## src/hw/cmsr_pkg.sv

```systemverilog
// Behaviour
// RULE_01: three states only: privileged handler, privileged thread, unprivileged thread.
// RULE_02: unprivileged access to protected registers is blocked and raises a fault.
// RULE_03: handler mode while an exception is active, thread mode otherwise.
// RULE_04: all sixteen core registers are 32 bits wide.
// RULE_05: low registers zero to seven reachable by every register access.
// RULE_06: high registers eight to twelve unreachable by narrow encodings.
// RULE_07: stack pointer banked into main and process pointers.
// RULE_08: process pointer used only in unprivileged thread mode; the code also uses it in privileged thread mode when control bit 1 is set.
// RULE_09: stack pointer low two bits read as zero.
// RULE_10: a subroutine call loads the link register with the return address.
// RULE_11: program counter bit zero reads as zero.
// RULE_12: result flags live in status bits 27 to 31.
// RULE_13: active exception number lives in status bits 0 to 8.
// RULE_14: execution control state lives in bits 10 to 15 and 25 to 26.
// RULE_15: status bit 24 reads one; clearing it raises a fault.
// RULE_16: global irq mask lets only nonmaskable and hard fault through.
// RULE_17: global fault mask lets only nonmaskable through.
// RULE_18: threshold blocks priorities equal to or numerically above it.
// RULE_19: threshold zero disables priority masking.
// RULE_20: control bit 0 selects thread level: 0 privileged, 1 unprivileged.
// RULE_21: control bit 1 selects main or alternate stack.
// RULE_22: software keeps stack select zero in handler mode.
// RULE_23: status views accessed singly or combined, writes limited to own fields.
package cmsr_pkg;
    localparam int unsigned AW = 8;
    // register byte offsets
    localparam logic [7:0] OFF_CORE  = 8'h00;
    localparam logic [7:0] OFF_PSR   = 8'h40;
    localparam logic [7:0] OFF_ARITH_FLAGS_STATUS  = 8'h44;
    localparam logic [7:0] OFF_ACTIVE_EXCEPTION_STATUS  = 8'h48;
    localparam logic [7:0] OFF_EXECUTION_STATE_STATUS  = 8'h4C;
    localparam logic [7:0] OFF_PRIM  = 8'h50;
    localparam logic [7:0] OFF_FLTM  = 8'h54;
    localparam logic [7:0] OFF_BPRI  = 8'h58;
    localparam logic [7:0] OFF_CTRL  = 8'h5C;
    localparam logic [7:0] OFF_MSP   = 8'h60;
    localparam logic [7:0] OFF_PSP   = 8'h64;
    // core register indices
    localparam logic [3:0] IDX_SP    = 4'hD;
    localparam logic [3:0] IDX_LR    = 4'hE;
    localparam logic [3:0] IDX_PC    = 4'hF;
    localparam logic [3:0] IDX_HIGH  = 4'h8;
    // status field positions
    localparam int unsigned ARITH_FLAGS_STATUS_LSB = 27;
    localparam int unsigned ACTIVE_EXCEPTION_STATUS_MSB = 8;
    localparam int unsigned ICI_LSB  = 10;
    localparam int unsigned IT_LSB   = 25;
    localparam int unsigned TBIT_POS = 24;
    // reset values
    localparam logic [31:0] PC_RST   = 32'h0000_0000;
    localparam logic [31:0] MSP_RST  = 32'h0000_0000;
    localparam logic [1:0]  CTRL_RST = 2'h0;
    localparam logic [8:0]  BPRI_RST = 9'h000;

    // irq request kinds
    typedef enum logic [1:0] {CMSR_IRQ_NORMAL, CMSR_IRQ_HARDF, CMSR_IRQ_NMI} cmsr_kind_t;

    typedef struct packed {
        logic             req;
        cmsr_kind_t       kind;
        logic [8:0]       prio;
    } cmsr_irq_t;

    typedef struct packed {
        logic             wr;
        logic             rd;
        logic             narrow;
        logic [AW-1:0]    addr;
        logic [31:0]      wdata;
    } cmsr_bus_t;

    typedef struct packed {
        logic [12:0][31:0] gpr;
        logic [31:0]       main_stack_pointer;
        logic [31:0]       process_stack_pointer;
        logic [31:0]       lr;
        logic [31:0]       pc;
        logic [4:0]        arith_flags_status;
        logic [8:0]        active_exception_status;
        logic [5:0]        ici;
        logic [1:0]        it;
        logic              global_irq_mask;
        logic              global_fault_mask;
        logic [8:0]        priority_threshold_mask;
        logic [1:0]        ctrl;
        logic [31:0]       rdata;
        logic              fault;
    } cmsr_state_t;
endpackage : cmsr_pkg

```

## src/hw/cmsr_core.sv

```systemverilog
// The address map and the plain strobed port were chosen for this implementation.
`timescale 1ns/10ps
module cmsr_core
    import cmsr_pkg::*;
(
    input  wire logic        clock_i,
    input  wire logic        srst_i,
    input  wire cmsr_bus_t   bus_i,
    output logic [31:0]      rdata_o,
    input  wire logic        call_i,
    input  wire logic [31:0] ret_addr_i,
    input  wire logic        pc_load_i,
    input  wire logic [31:0] pc_value_i,
    input  wire logic        exc_entry_i,
    input  wire logic [8:0]  exc_num_i,
    input  wire logic        exc_return_i,
    input  wire cmsr_irq_t   irq_i,
    output logic             irq_take_o,
    output logic             fault_o,
    output logic             handler_o,
    output logic             privileged_o,
    output logic             use_psp_o
);
    cmsr_state_t st_ff;
    cmsr_state_t nxt_st;

    // combined status word from its three views
    function automatic logic [31:0] psr_word(input cmsr_state_t s);
        logic [31:0] w;
        w = 32'h0000_0000;
        w[31:ARITH_FLAGS_STATUS_LSB]       = s.arith_flags_status;          // RULE_12
        w[ACTIVE_EXCEPTION_STATUS_MSB:0]        = s.active_exception_status;          // RULE_13
        w[ICI_LSB+5:ICI_LSB] = s.ici;           // RULE_14
        w[IT_LSB+1:IT_LSB]   = s.it;            // RULE_14
        w[TBIT_POS]          = 1'b1;            // RULE_15
        return w;
    endfunction : psr_word

    // mode decode
    logic handler;
    logic priv;
    logic psp_sel;
    assign handler   = (st_ff.active_exception_status != 9'h000);               // RULE_03
    assign priv      = handler | ~st_ff.ctrl[0];             // RULE_01 RULE_20
    assign psp_sel   = ~handler & (st_ff.ctrl[0] | st_ff.ctrl[1]); // RULE_08 RULE_21

    // access classification
    logic       is_core;
    logic [3:0] cidx;
    logic       hi_blocked;
    logic       special;
    logic       mapped;
    assign is_core    = (bus_i.addr[7:6] == OFF_CORE[7:6]);
    assign cidx       = bus_i.addr[5:2];
    assign hi_blocked = is_core & bus_i.narrow & (cidx >= IDX_HIGH) & (cidx < IDX_SP); // RULE_06
    assign mapped     = is_core | (bus_i.addr >= OFF_PSR && bus_i.addr <= OFF_PSP
                        && bus_i.addr[1:0] == 2'h0);
    assign special    = mapped & ~is_core & (bus_i.addr != OFF_ARITH_FLAGS_STATUS);
    logic blocked;
    assign blocked    = special & ~priv;                     // RULE_02

    // read mux
    logic [31:0] rd_val;
    always_comb begin
        rd_val = 32'h0000_0000;
        if (is_core) begin
            if (cidx == IDX_SP) begin
                rd_val = psp_sel ? st_ff.process_stack_pointer : st_ff.main_stack_pointer;
                rd_val[1:0] = 2'h0;                          // RULE_09
            end else if (cidx == IDX_LR) begin
                rd_val = st_ff.lr;
            end else if (cidx == IDX_PC) begin
                rd_val = {st_ff.pc[31:1], 1'b0};             // RULE_11
            end else if (!hi_blocked) begin
                rd_val = st_ff.gpr[cidx];                    // RULE_04 RULE_05
            end
        end else begin
            case (bus_i.addr)
                OFF_PSR:  rd_val = psr_word(st_ff);          // RULE_23
                OFF_ARITH_FLAGS_STATUS: rd_val = {st_ff.arith_flags_status, 27'h0000000};
                OFF_ACTIVE_EXCEPTION_STATUS: rd_val = {23'h000000, st_ff.active_exception_status};
                OFF_EXECUTION_STATE_STATUS: rd_val = psr_word(st_ff) & 32'h0700_FC00;
                OFF_PRIM: rd_val = {31'h00000000, st_ff.global_irq_mask};
                OFF_FLTM: rd_val = {31'h00000000, st_ff.global_fault_mask};
                OFF_BPRI: rd_val = {23'h000000, st_ff.priority_threshold_mask};
                OFF_CTRL: rd_val = {30'h00000000, st_ff.ctrl};
                OFF_MSP:  rd_val = {st_ff.main_stack_pointer[31:2], 2'h0};
                OFF_PSP:  rd_val = {st_ff.process_stack_pointer[31:2], 2'h0};
                default:  rd_val = 32'h0000_0000;
            endcase
        end
        if (blocked) begin
            rd_val = 32'h0000_0000;
        end
    end

    // next state
    logic [31:0] wd;
    logic        t_clear;
    assign wd = bus_i.wdata;
    assign t_clear = bus_i.wr & ~blocked & ~wd[TBIT_POS]
                     & (bus_i.addr == OFF_PSR || bus_i.addr == OFF_EXECUTION_STATE_STATUS);
    always_comb begin
        nxt_st = st_ff;
        nxt_st.rdata = 32'h0000_0000;
        nxt_st.fault = 1'b0;
        // core events
        if (call_i) begin
            nxt_st.lr = ret_addr_i;                          // RULE_10
        end
        if (pc_load_i) begin
            nxt_st.pc = {pc_value_i[31:1], 1'b0};            // RULE_11
        end
        if (exc_entry_i && exc_num_i != 9'h000) begin
            nxt_st.active_exception_status = exc_num_i;                         // RULE_03
        end else if (exc_return_i) begin
            nxt_st.active_exception_status = 9'h000;                            // RULE_03
        end
        // register writes
        if (bus_i.wr && blocked) begin
            nxt_st.fault = 1'b1;                             // RULE_02
        end else if (bus_i.wr && is_core) begin
            if (cidx == IDX_SP) begin
                if (psp_sel) begin
                    nxt_st.process_stack_pointer = {wd[31:2], 2'h0};           // RULE_07 RULE_09
                end else begin
                    nxt_st.main_stack_pointer = {wd[31:2], 2'h0};           // RULE_07 RULE_09
                end
            end else if (cidx == IDX_LR) begin
                nxt_st.lr = wd;
            end else if (cidx == IDX_PC) begin
                nxt_st.pc = {wd[31:1], 1'b0};
            end else if (!hi_blocked) begin
                nxt_st.gpr[cidx] = wd;                       // RULE_05
            end
        end else if (bus_i.wr) begin
            case (bus_i.addr)
                OFF_PSR: begin
                    nxt_st.arith_flags_status = wd[31:ARITH_FLAGS_STATUS_LSB];           // RULE_23
                    nxt_st.active_exception_status = wd[ACTIVE_EXCEPTION_STATUS_MSB:0];
                    nxt_st.ici  = wd[ICI_LSB+5:ICI_LSB];
                    nxt_st.it   = wd[IT_LSB+1:IT_LSB];
                end
                OFF_ARITH_FLAGS_STATUS: nxt_st.arith_flags_status = wd[31:ARITH_FLAGS_STATUS_LSB];     // RULE_12 RULE_23
                OFF_ACTIVE_EXCEPTION_STATUS: nxt_st.active_exception_status = wd[ACTIVE_EXCEPTION_STATUS_MSB:0];      // RULE_13 RULE_23
                OFF_EXECUTION_STATE_STATUS: begin
                    nxt_st.ici = wd[ICI_LSB+5:ICI_LSB];      // RULE_14 RULE_23
                    nxt_st.it  = wd[IT_LSB+1:IT_LSB];
                end
                OFF_PRIM: nxt_st.global_irq_mask   = wd[0];
                OFF_FLTM: nxt_st.global_fault_mask = wd[0];
                OFF_BPRI: nxt_st.priority_threshold_mask   = wd[8:0];
                OFF_CTRL: nxt_st.ctrl      = wd[1:0];        // RULE_20 RULE_21
                OFF_MSP:  nxt_st.main_stack_pointer = {wd[31:2], 2'h0};
                OFF_PSP:  nxt_st.process_stack_pointer = {wd[31:2], 2'h0};
                default:  nxt_st.ctrl = nxt_st.ctrl;
            endcase
            if (t_clear) begin
                nxt_st.fault = 1'b1;                         // RULE_15
            end
        end
        if (bus_i.rd) begin
            nxt_st.rdata = rd_val;
            if (blocked) begin
                nxt_st.fault = 1'b1;                         // RULE_02
            end
        end
    end

    // state register
    always_ff @(posedge clock_i) begin
        if (srst_i) begin
            st_ff           <= '0;
            st_ff.pc        <= PC_RST;
            st_ff.main_stack_pointer       <= MSP_RST;
            st_ff.ctrl      <= CTRL_RST;
            st_ff.priority_threshold_mask   <= BPRI_RST;
        end else begin
            st_ff <= nxt_st;
        end
    end

    // interrupt gate
    logic prio_ok;
    assign prio_ok = (st_ff.priority_threshold_mask == 9'h000) || (irq_i.prio < st_ff.priority_threshold_mask); // RULE_18 RULE_19
    always_comb begin
        irq_take_o = 1'b0;
        if (irq_i.req) begin
            case (irq_i.kind)
                CMSR_IRQ_NMI:   irq_take_o = 1'b1;                       // RULE_17
                CMSR_IRQ_HARDF: irq_take_o = ~st_ff.global_fault_mask;           // RULE_16 RULE_17
                default: irq_take_o = ~st_ff.global_fault_mask & ~st_ff.global_irq_mask & prio_ok; // RULE_16
            endcase
        end
    end

    // outputs
    assign rdata_o      = st_ff.rdata;
    assign fault_o      = st_ff.fault;
    assign handler_o    = handler;
    assign privileged_o = priv;
    assign use_psp_o    = psp_sel;
endmodule : cmsr_core

```

## config.mk

```make
export PLATFORM = sky130hd
export DESIGN_NAME = cmsr_core
export DESIGN_NICKNAME = d
export VERILOG_FILES = /design/src/hw/cmsr_pkg.sv /design/src/hw/cmsr_core.sv
export SDC_FILE = /design/constraint.sdc
export NUM_CORES = 2
export LEC_CHECK = 0
export BUFFER_PORTS_ARGS = -buffer_cell sky130_fd_sc_hd__buf_2
export CAP_MARGIN = 20
export CORE_MARGIN = 2
export CORE_UTILIZATION = 40
export DETAILED_ROUTE_END_ITERATION = 8
export MAX_ROUTING_LAYER = met4
export SLEW_MARGIN = 20
export SYNTH_ARGS = -nofsm -noshare
export SYNTH_HDL_FRONTEND = slang
export SYNTH_SLANG_ARGS = --single-unit
```

## constraint.sdc

```tcl
create_clock -name clock_i -period 2.26 [get_ports clock_i]
set_input_delay 0.452 -clock clock_i [delete_from_list [all_inputs] [get_ports clock_i]]
set_output_delay 0.452 -clock clock_i [all_outputs]
set_load 0.02 [all_outputs]
```

==> Word-level counts from Yosys, hierarchy flattened <==
Cells that the tools add are included.
{ "totals": {"elab_cells": 158, "input_bits": 134, "out_inout_bits": 37, "ff_bits": 612} }
{ "classes": {"eq_ne": 19, "bitwise_logic": 30, "muxes": 46, "n_reduce_logical": 29, "order_cmp": 7} }
{ "ops": {"columns": ["operator", "n"], "rows": [
  ["2-to-1 mux 32 bit", 17],
  ["bitwise mux 416 bit", 1],
  ["2-to-1 mux 64 bit", 5],
  ["one-hot mux 32 bit (10 select lines)", 1],
  ["binary-select mux 32 bit (select 4 bit)", 1],
  ["demux 32 bit (select 4 bit)", 1],
  ["2-to-1 mux 99 bit", 1],
  ["equality test 8 x 7 -> 1 bit, second input constant", 10],
  ["2-to-1 mux 35 bit", 2],
  ["2-to-1 mux 9 bit", 4],
  ["AND reduction 4 bit", 6],
  ["nonzero test 9 bit", 2],
  ["inverter 1 bit", 15],
  ["AND 1 bit", 12],
  ["equality test 4 bit, second input constant", 3],
  ["AND reduction 5 bit", 2],
  ["zero test 9 bit", 1],
  ["less-than comparator 9 bit", 1],
  ["2-to-1 mux 1 bit", 9],
  ["greater-or-equal comparator 8 x 7 -> 1 bit, second input constant", 1],
  ["<= comparator 8 x 7 -> 1 bit, second input constant", 1],
  ["2-to-1 mux 8 bit", 1],
  ["!= test 8 x 7 -> 1 bit, second input constant", 1],
  ["logical AND 1 bit", 6],
  ["other kinds (17)", 27]
]} }

==> Logic depth before layout (Yosys ltp) <==
{ "depth": {"ltp_word": 17, "depth_mapped": 11, "ltp_nobuf": 8} }

==> Worst setup path after synthesis <==
Ideal clock, no wire load.
{ "synth_timing": {"path_type": "input port to flip-flop", "startpoint": "input port bus_i[35] in the netlist's numbering", "endpoint": "register st_ff[134] in the netlist's numbering", "stages": 10, "setup_slack_ps": 159, "required_ps": 2132, "setup_ps": 128, "arrival_ps": 1973, "cell_sequence": "buf_2 nand2b_1 buf_6 o311ai_2 or2_4 and4b_1 buf_6 buf_12 mux2i_1 nor2_1"} }
{ "synth_between": {"elab_chain_len": 10, "elab_cells_between_ends": 16, "cone_classes": "order compare: 2; eq/ne: 4; bitwise: 5; reduce/logical: 5"} }
{ "synth_rtl": {"columns": ["item", "line", "rtl"], "rows": [
  ["from (decl)", "cmsr_core.sv:8", "input wire cmsr_bus_t bus_i,"],
  ["greater-or-equal comparator 8 x 7 -> 1 bit / <= comparator 8 x 7 -> 1 bit (equally long branches)", "cmsr_core.sv:56", "assign mapped = is_core | (bus_i.addr >= OFF_PSR && bus_i.addr <= OFF_PSP"],
  ["logical AND 1 bit", "cmsr_core.sv:56", null],
  ["logical AND 1 bit", "cmsr_core.sv:57", "&& bus_i.addr[1:0] == 2'h0);"],
  ["OR 1 bit", "cmsr_core.sv:56", null],
  ["AND 1 bit (2 in series)", "cmsr_core.sv:58", "assign special = mapped & ~is_core & (bus_i.addr != OFF_ARITH_FLAGS_STATUS);"],
  ["AND 1 bit", "cmsr_core.sv:60", "assign blocked = special & ~priv;"],
  ["logical AND 1 bit", "cmsr_core.sv:120", "if (bus_i.wr && blocked) begin"],
  ["inverter 1 bit (no line)", null, null],
  ["AND reduction 5 bit (no line) *", null, null],
  ["to (signal assigned)", "cmsr_core.sv:179", "st_ff <= nxt_st;"],
  ["to (decl)", "cmsr_core.sv:24", "cmsr_state_t st_ff;"]
]} }
Every way passes the cells marked *; elsewhere a longest branch is shown, timed or not.
A chain may end at the register's enable or synchronous reset.

==> Final worst setup path <==
{ "layout_timing": {"startpoint": "register st_ff[36] in the netlist's numbering", "endpoint": "output port irq_take_o"} }
{ "layout_between": {"elab_chain_len": 5, "elab_cells_between_ends": 6, "cone_classes": "order compare: 1; mux: 2; bitwise: 1; reduce/logical: 2"} }
{ "layout_rtl": {"columns": ["item", "line", "rtl"], "rows": [
  ["less-than comparator 9 bit / zero test 9 bit (equally long branches)", "cmsr_core.sv:185", "assign prio_ok = (st_ff.priority_threshold_mask == 9'h000) || (irq_i.prio < st_ff.priority_threshold_mask);"],
  ["logical OR 1 bit *", "cmsr_core.sv:185", null],
  ["AND 1 bit *", "cmsr_core.sv:192", "default: irq_take_o = ~st_ff.global_fault_mask & ~st_ff.global_irq_mask & prio_ok;"],
  ["one-hot mux 1 bit (2 select lines) *", "cmsr_core.sv:189", "case (irq_i.kind)"],
  ["2-to-1 mux 1 bit *", "cmsr_core.sv:188", "if (irq_i.req) begin"],
  ["to (decl)", "cmsr_core.sv:18", "output logic irq_take_o,"]
]} }
Marks and branches as above.

==> flow_summary.toml <==
[drt]
wl_mm = 90.8
viasPerCell = 5.48
postRouteAntennaNets = 0
drtPass1Iterations = 8
drc = 0
vias = 24300
drtIter0Drc = 2340
routedWlPerCell_um = 20.5

[layout]
drive_above_1_share_pct = 17.6
synthToLayoutAreaGrowth_pct = 18.3
post-route-cell-area_mm2 = 0.0327
num-nets-final = 3607
mostFrequentLayoutCells = "nand2_1 (975), dfxtp_1 (600), a21oi_1 (510)"
fillers = 6569
fin_cells = 4438
final_common_cell = "nand2_1"

[clock_tree]
holdBufCountCts = 0
root_buffer = "clkbuf_16"
cts.clk_slew.worst_paths_ns = 0.06
cts_max_path_buffers = 3
cts_inserted_buffers = 59
cts_tree = "yes"
cts-htree-levels = 2
clock_sinks = 607
insertion_delay_ns = 0.64

[place]
port_buffers = 169
place_area_mm2 = 0.0305
placed_cells = 4320
finalWeightedCongestion = 0.867
dp_hpwl_mm = 57.7
place_ws_ns = -0.255

[hold_path]
worstHoldStart = "exc_num_i[7]"
hp-class = "in -> reg"
hold_path_depth = 3

[timing]
min_period_ns = 2.63
tightestPinTransition_ns = 0.839
slew_violations = 0
min_period_over_period_pct = 117
max_freq_ghz = 0.380
max_slew_margin_pct = 44.0
setup_viol = 23
skew_ns = 0.0211
fin_ws_ns = -0.374
rsz0062_at_grt = "yes"
final_hold_viol_count = 0

[synthesis]
syn_area_per_cell_um2 = 8.21
yosysWarnings = 0
synth-simple-area-share_pct = 18.9
netlist_area_mm2 = 0.0277
synthMuxAreaShare_pct = 13.3
synth_xor_area_share_pct = 0
ys.flop_type = "dfxtp_1"
synthArstFlopShare_pct = 0
syn_inst = 3372
synth_edf_count = 0
synth_compound_area_share_pct = 16.9
ys_ff_latch = 607
synth_fa_ha_area_share_pct = 0.452
yosys.cell_types.count = 62
synth_nets = 3516
seq_area_frac_synth_pct = 43.9
synth_top_family_by_area = "simple AND/OR/NAND/NOR gates"

[floorplan]
die_h_um = 267
die_w_um = 267
num_rows = 96
dieArea_mm2 = 0.0713
ios = 171
start_util_pct = 40.3
design.core.area_mm2 = 0.0686

[pwr]
peakVddDrop_uv = 639
power_density_mw_per_mm2 = 695
leakage_uw = 0.0117

[status]
violations = "negative setup slack"
status = "finished, violations left"

[critical_path]
r2r_cells = 9
critPathKind = "reg -> out"
cp-end-kind = "output port"
cp.arrival_ns = 2.18
start_kind = "flip-flop"
crit_start = "st_ff[36]"
critPathRequiredTime_ns = 1.81
rr_startpoint = "st_ff[58]"
worstPathMaxFanout = 2

[run]
drv_cap = 0

[global_route]
grt_overflow_total = 0
grt_max_degree = 142
grt_pass1_vias = 23000
grt_pass1_wl_mm = 137
antenna_found_initial = 1
grt_util_all_layers_pct = 25.2
==> power by group <==
group	leakage, µW	switching (µW)	internal, µW
clock	0.000961	4350	5720
combinational	0.00585	1130	642
sequential	0.00491	80.5	10800
total	0.0117	5560	17200
==> cells by family (layout without fill, tap and decap cells) <==
| family | count (synthesis) | after routing |
|---|---|---|
| other | 0 | 1 |
| and+or+nand+nor | 1282 | 1282 |
| buffers and inverters | 386 | 520 |
| adders and majority gates | 10 | 10 |
| muxes | 283 | 283 |
| DFF | 607 | 607 |
| AOI/OAI and AO/OA | 804 | 804 |
==> critical path: stages, from the launching register on <==
cell	delay (ns)
dfxtp_2	0.34
inv_2	0.06
ha_4	0.23
a21o_1	0.19
a21oi_2	0.11
o211ai_1	0.10
o211ai_1	0.17
a41o_1	0.23
buf_6	0.12
==> layer usage <==
metal | vias to the layer above | wire, µm | track usage [%]
met3 | 130 | 5420 | 2.69
met1 | 11700 | 40500 | 33.6
met5 | - | 0 | -
met4 | 0 | 2020 | 6.27
li1 | 11700 | - | -
met2 | 772 | 42800 | 41.0
==> state kept, by name, summed over array words and instances (netlist names) <==
signal   cells
st_ff      574
fault_o      1
rdata_o     32
==> metrics by stage <==
| step | utilization [%] | hold slack, ns | setup TNS [ns] | total power, µW |
|---|---|---|---|---|
| floorplan | - | 0.432 | 0 | 12100 |
| global placement | 44.4 | 0.438 | -9.12 | 12800 |
| detailed placement | 44.5 | 0.443 | -7.95 | 12900 |
| CTS | 47.4 | 0.138 | -0.511 | 22800 |
| global route | 47.7 | 0.156 | -3.41 | 23400 |
| finish | 47.7 | 0.159 | -0.838 | 22700 |
==> synth_stat cells, types with 7 or more instances <==
library cell	n	area, µm²
o21ai_0	69	345
a211oi_1	79	593
nand2b_1	21	131
a22o_1	20	175
o22ai_1	37	231
a32oi_1	8	70.1
nand3_1	34	170
nand4_1	13	81.3
and3b_1	7	61.3
nor2b_1	14	87.6
a221oi_1	32	280
mux2i_1	204	2040
nand2_1	979	3670
mux4_2	67	1510
clkbuf_1	200	751
mux2_2	12	135
ha_1	10	125
nor3_1	13	65.1
a21oi_1	513	2570
a222oi_1	7	70.1
buf_4	45	338
dfxtp_1	607	12200
buf_2	85	425
inv_1	27	101
o2bb2ai_1	8	70.1
nor2_1	163	612
buf_1	22	82.6
==> cell type report <==
class	instances	area, µm²	area share [%]
repair buffers	389	3450	10.5
multi-input cells	2379	13900	42.5
clock buffers	90	1780	5.42
diodes	1	2.50	0.00764
well taps	931	1160	3.56
inverters	27	104	0.317
clock inverters	14	160	0.489
flip-flops and latches	607	12200	37.1
==> worst paths after layout <==
kind / to / slack, ns
max: irq_take_o / -0.37
min: st_ff[61] / 0.16
max reg2reg: st_ff[158] / -0.04
min reg2reg: st_ff[447] / 0.45
==> what timing repair did <==
item                                    in CTS  in global routing
gates cloned                                 0                  5
gates resized for setup                     19                 23
pin swaps                                   11                 11
endpoints found under the setup margin       3                 35
buffers inserted                             7                  3
Note: power is estimated with default switching activity, not from simulation.
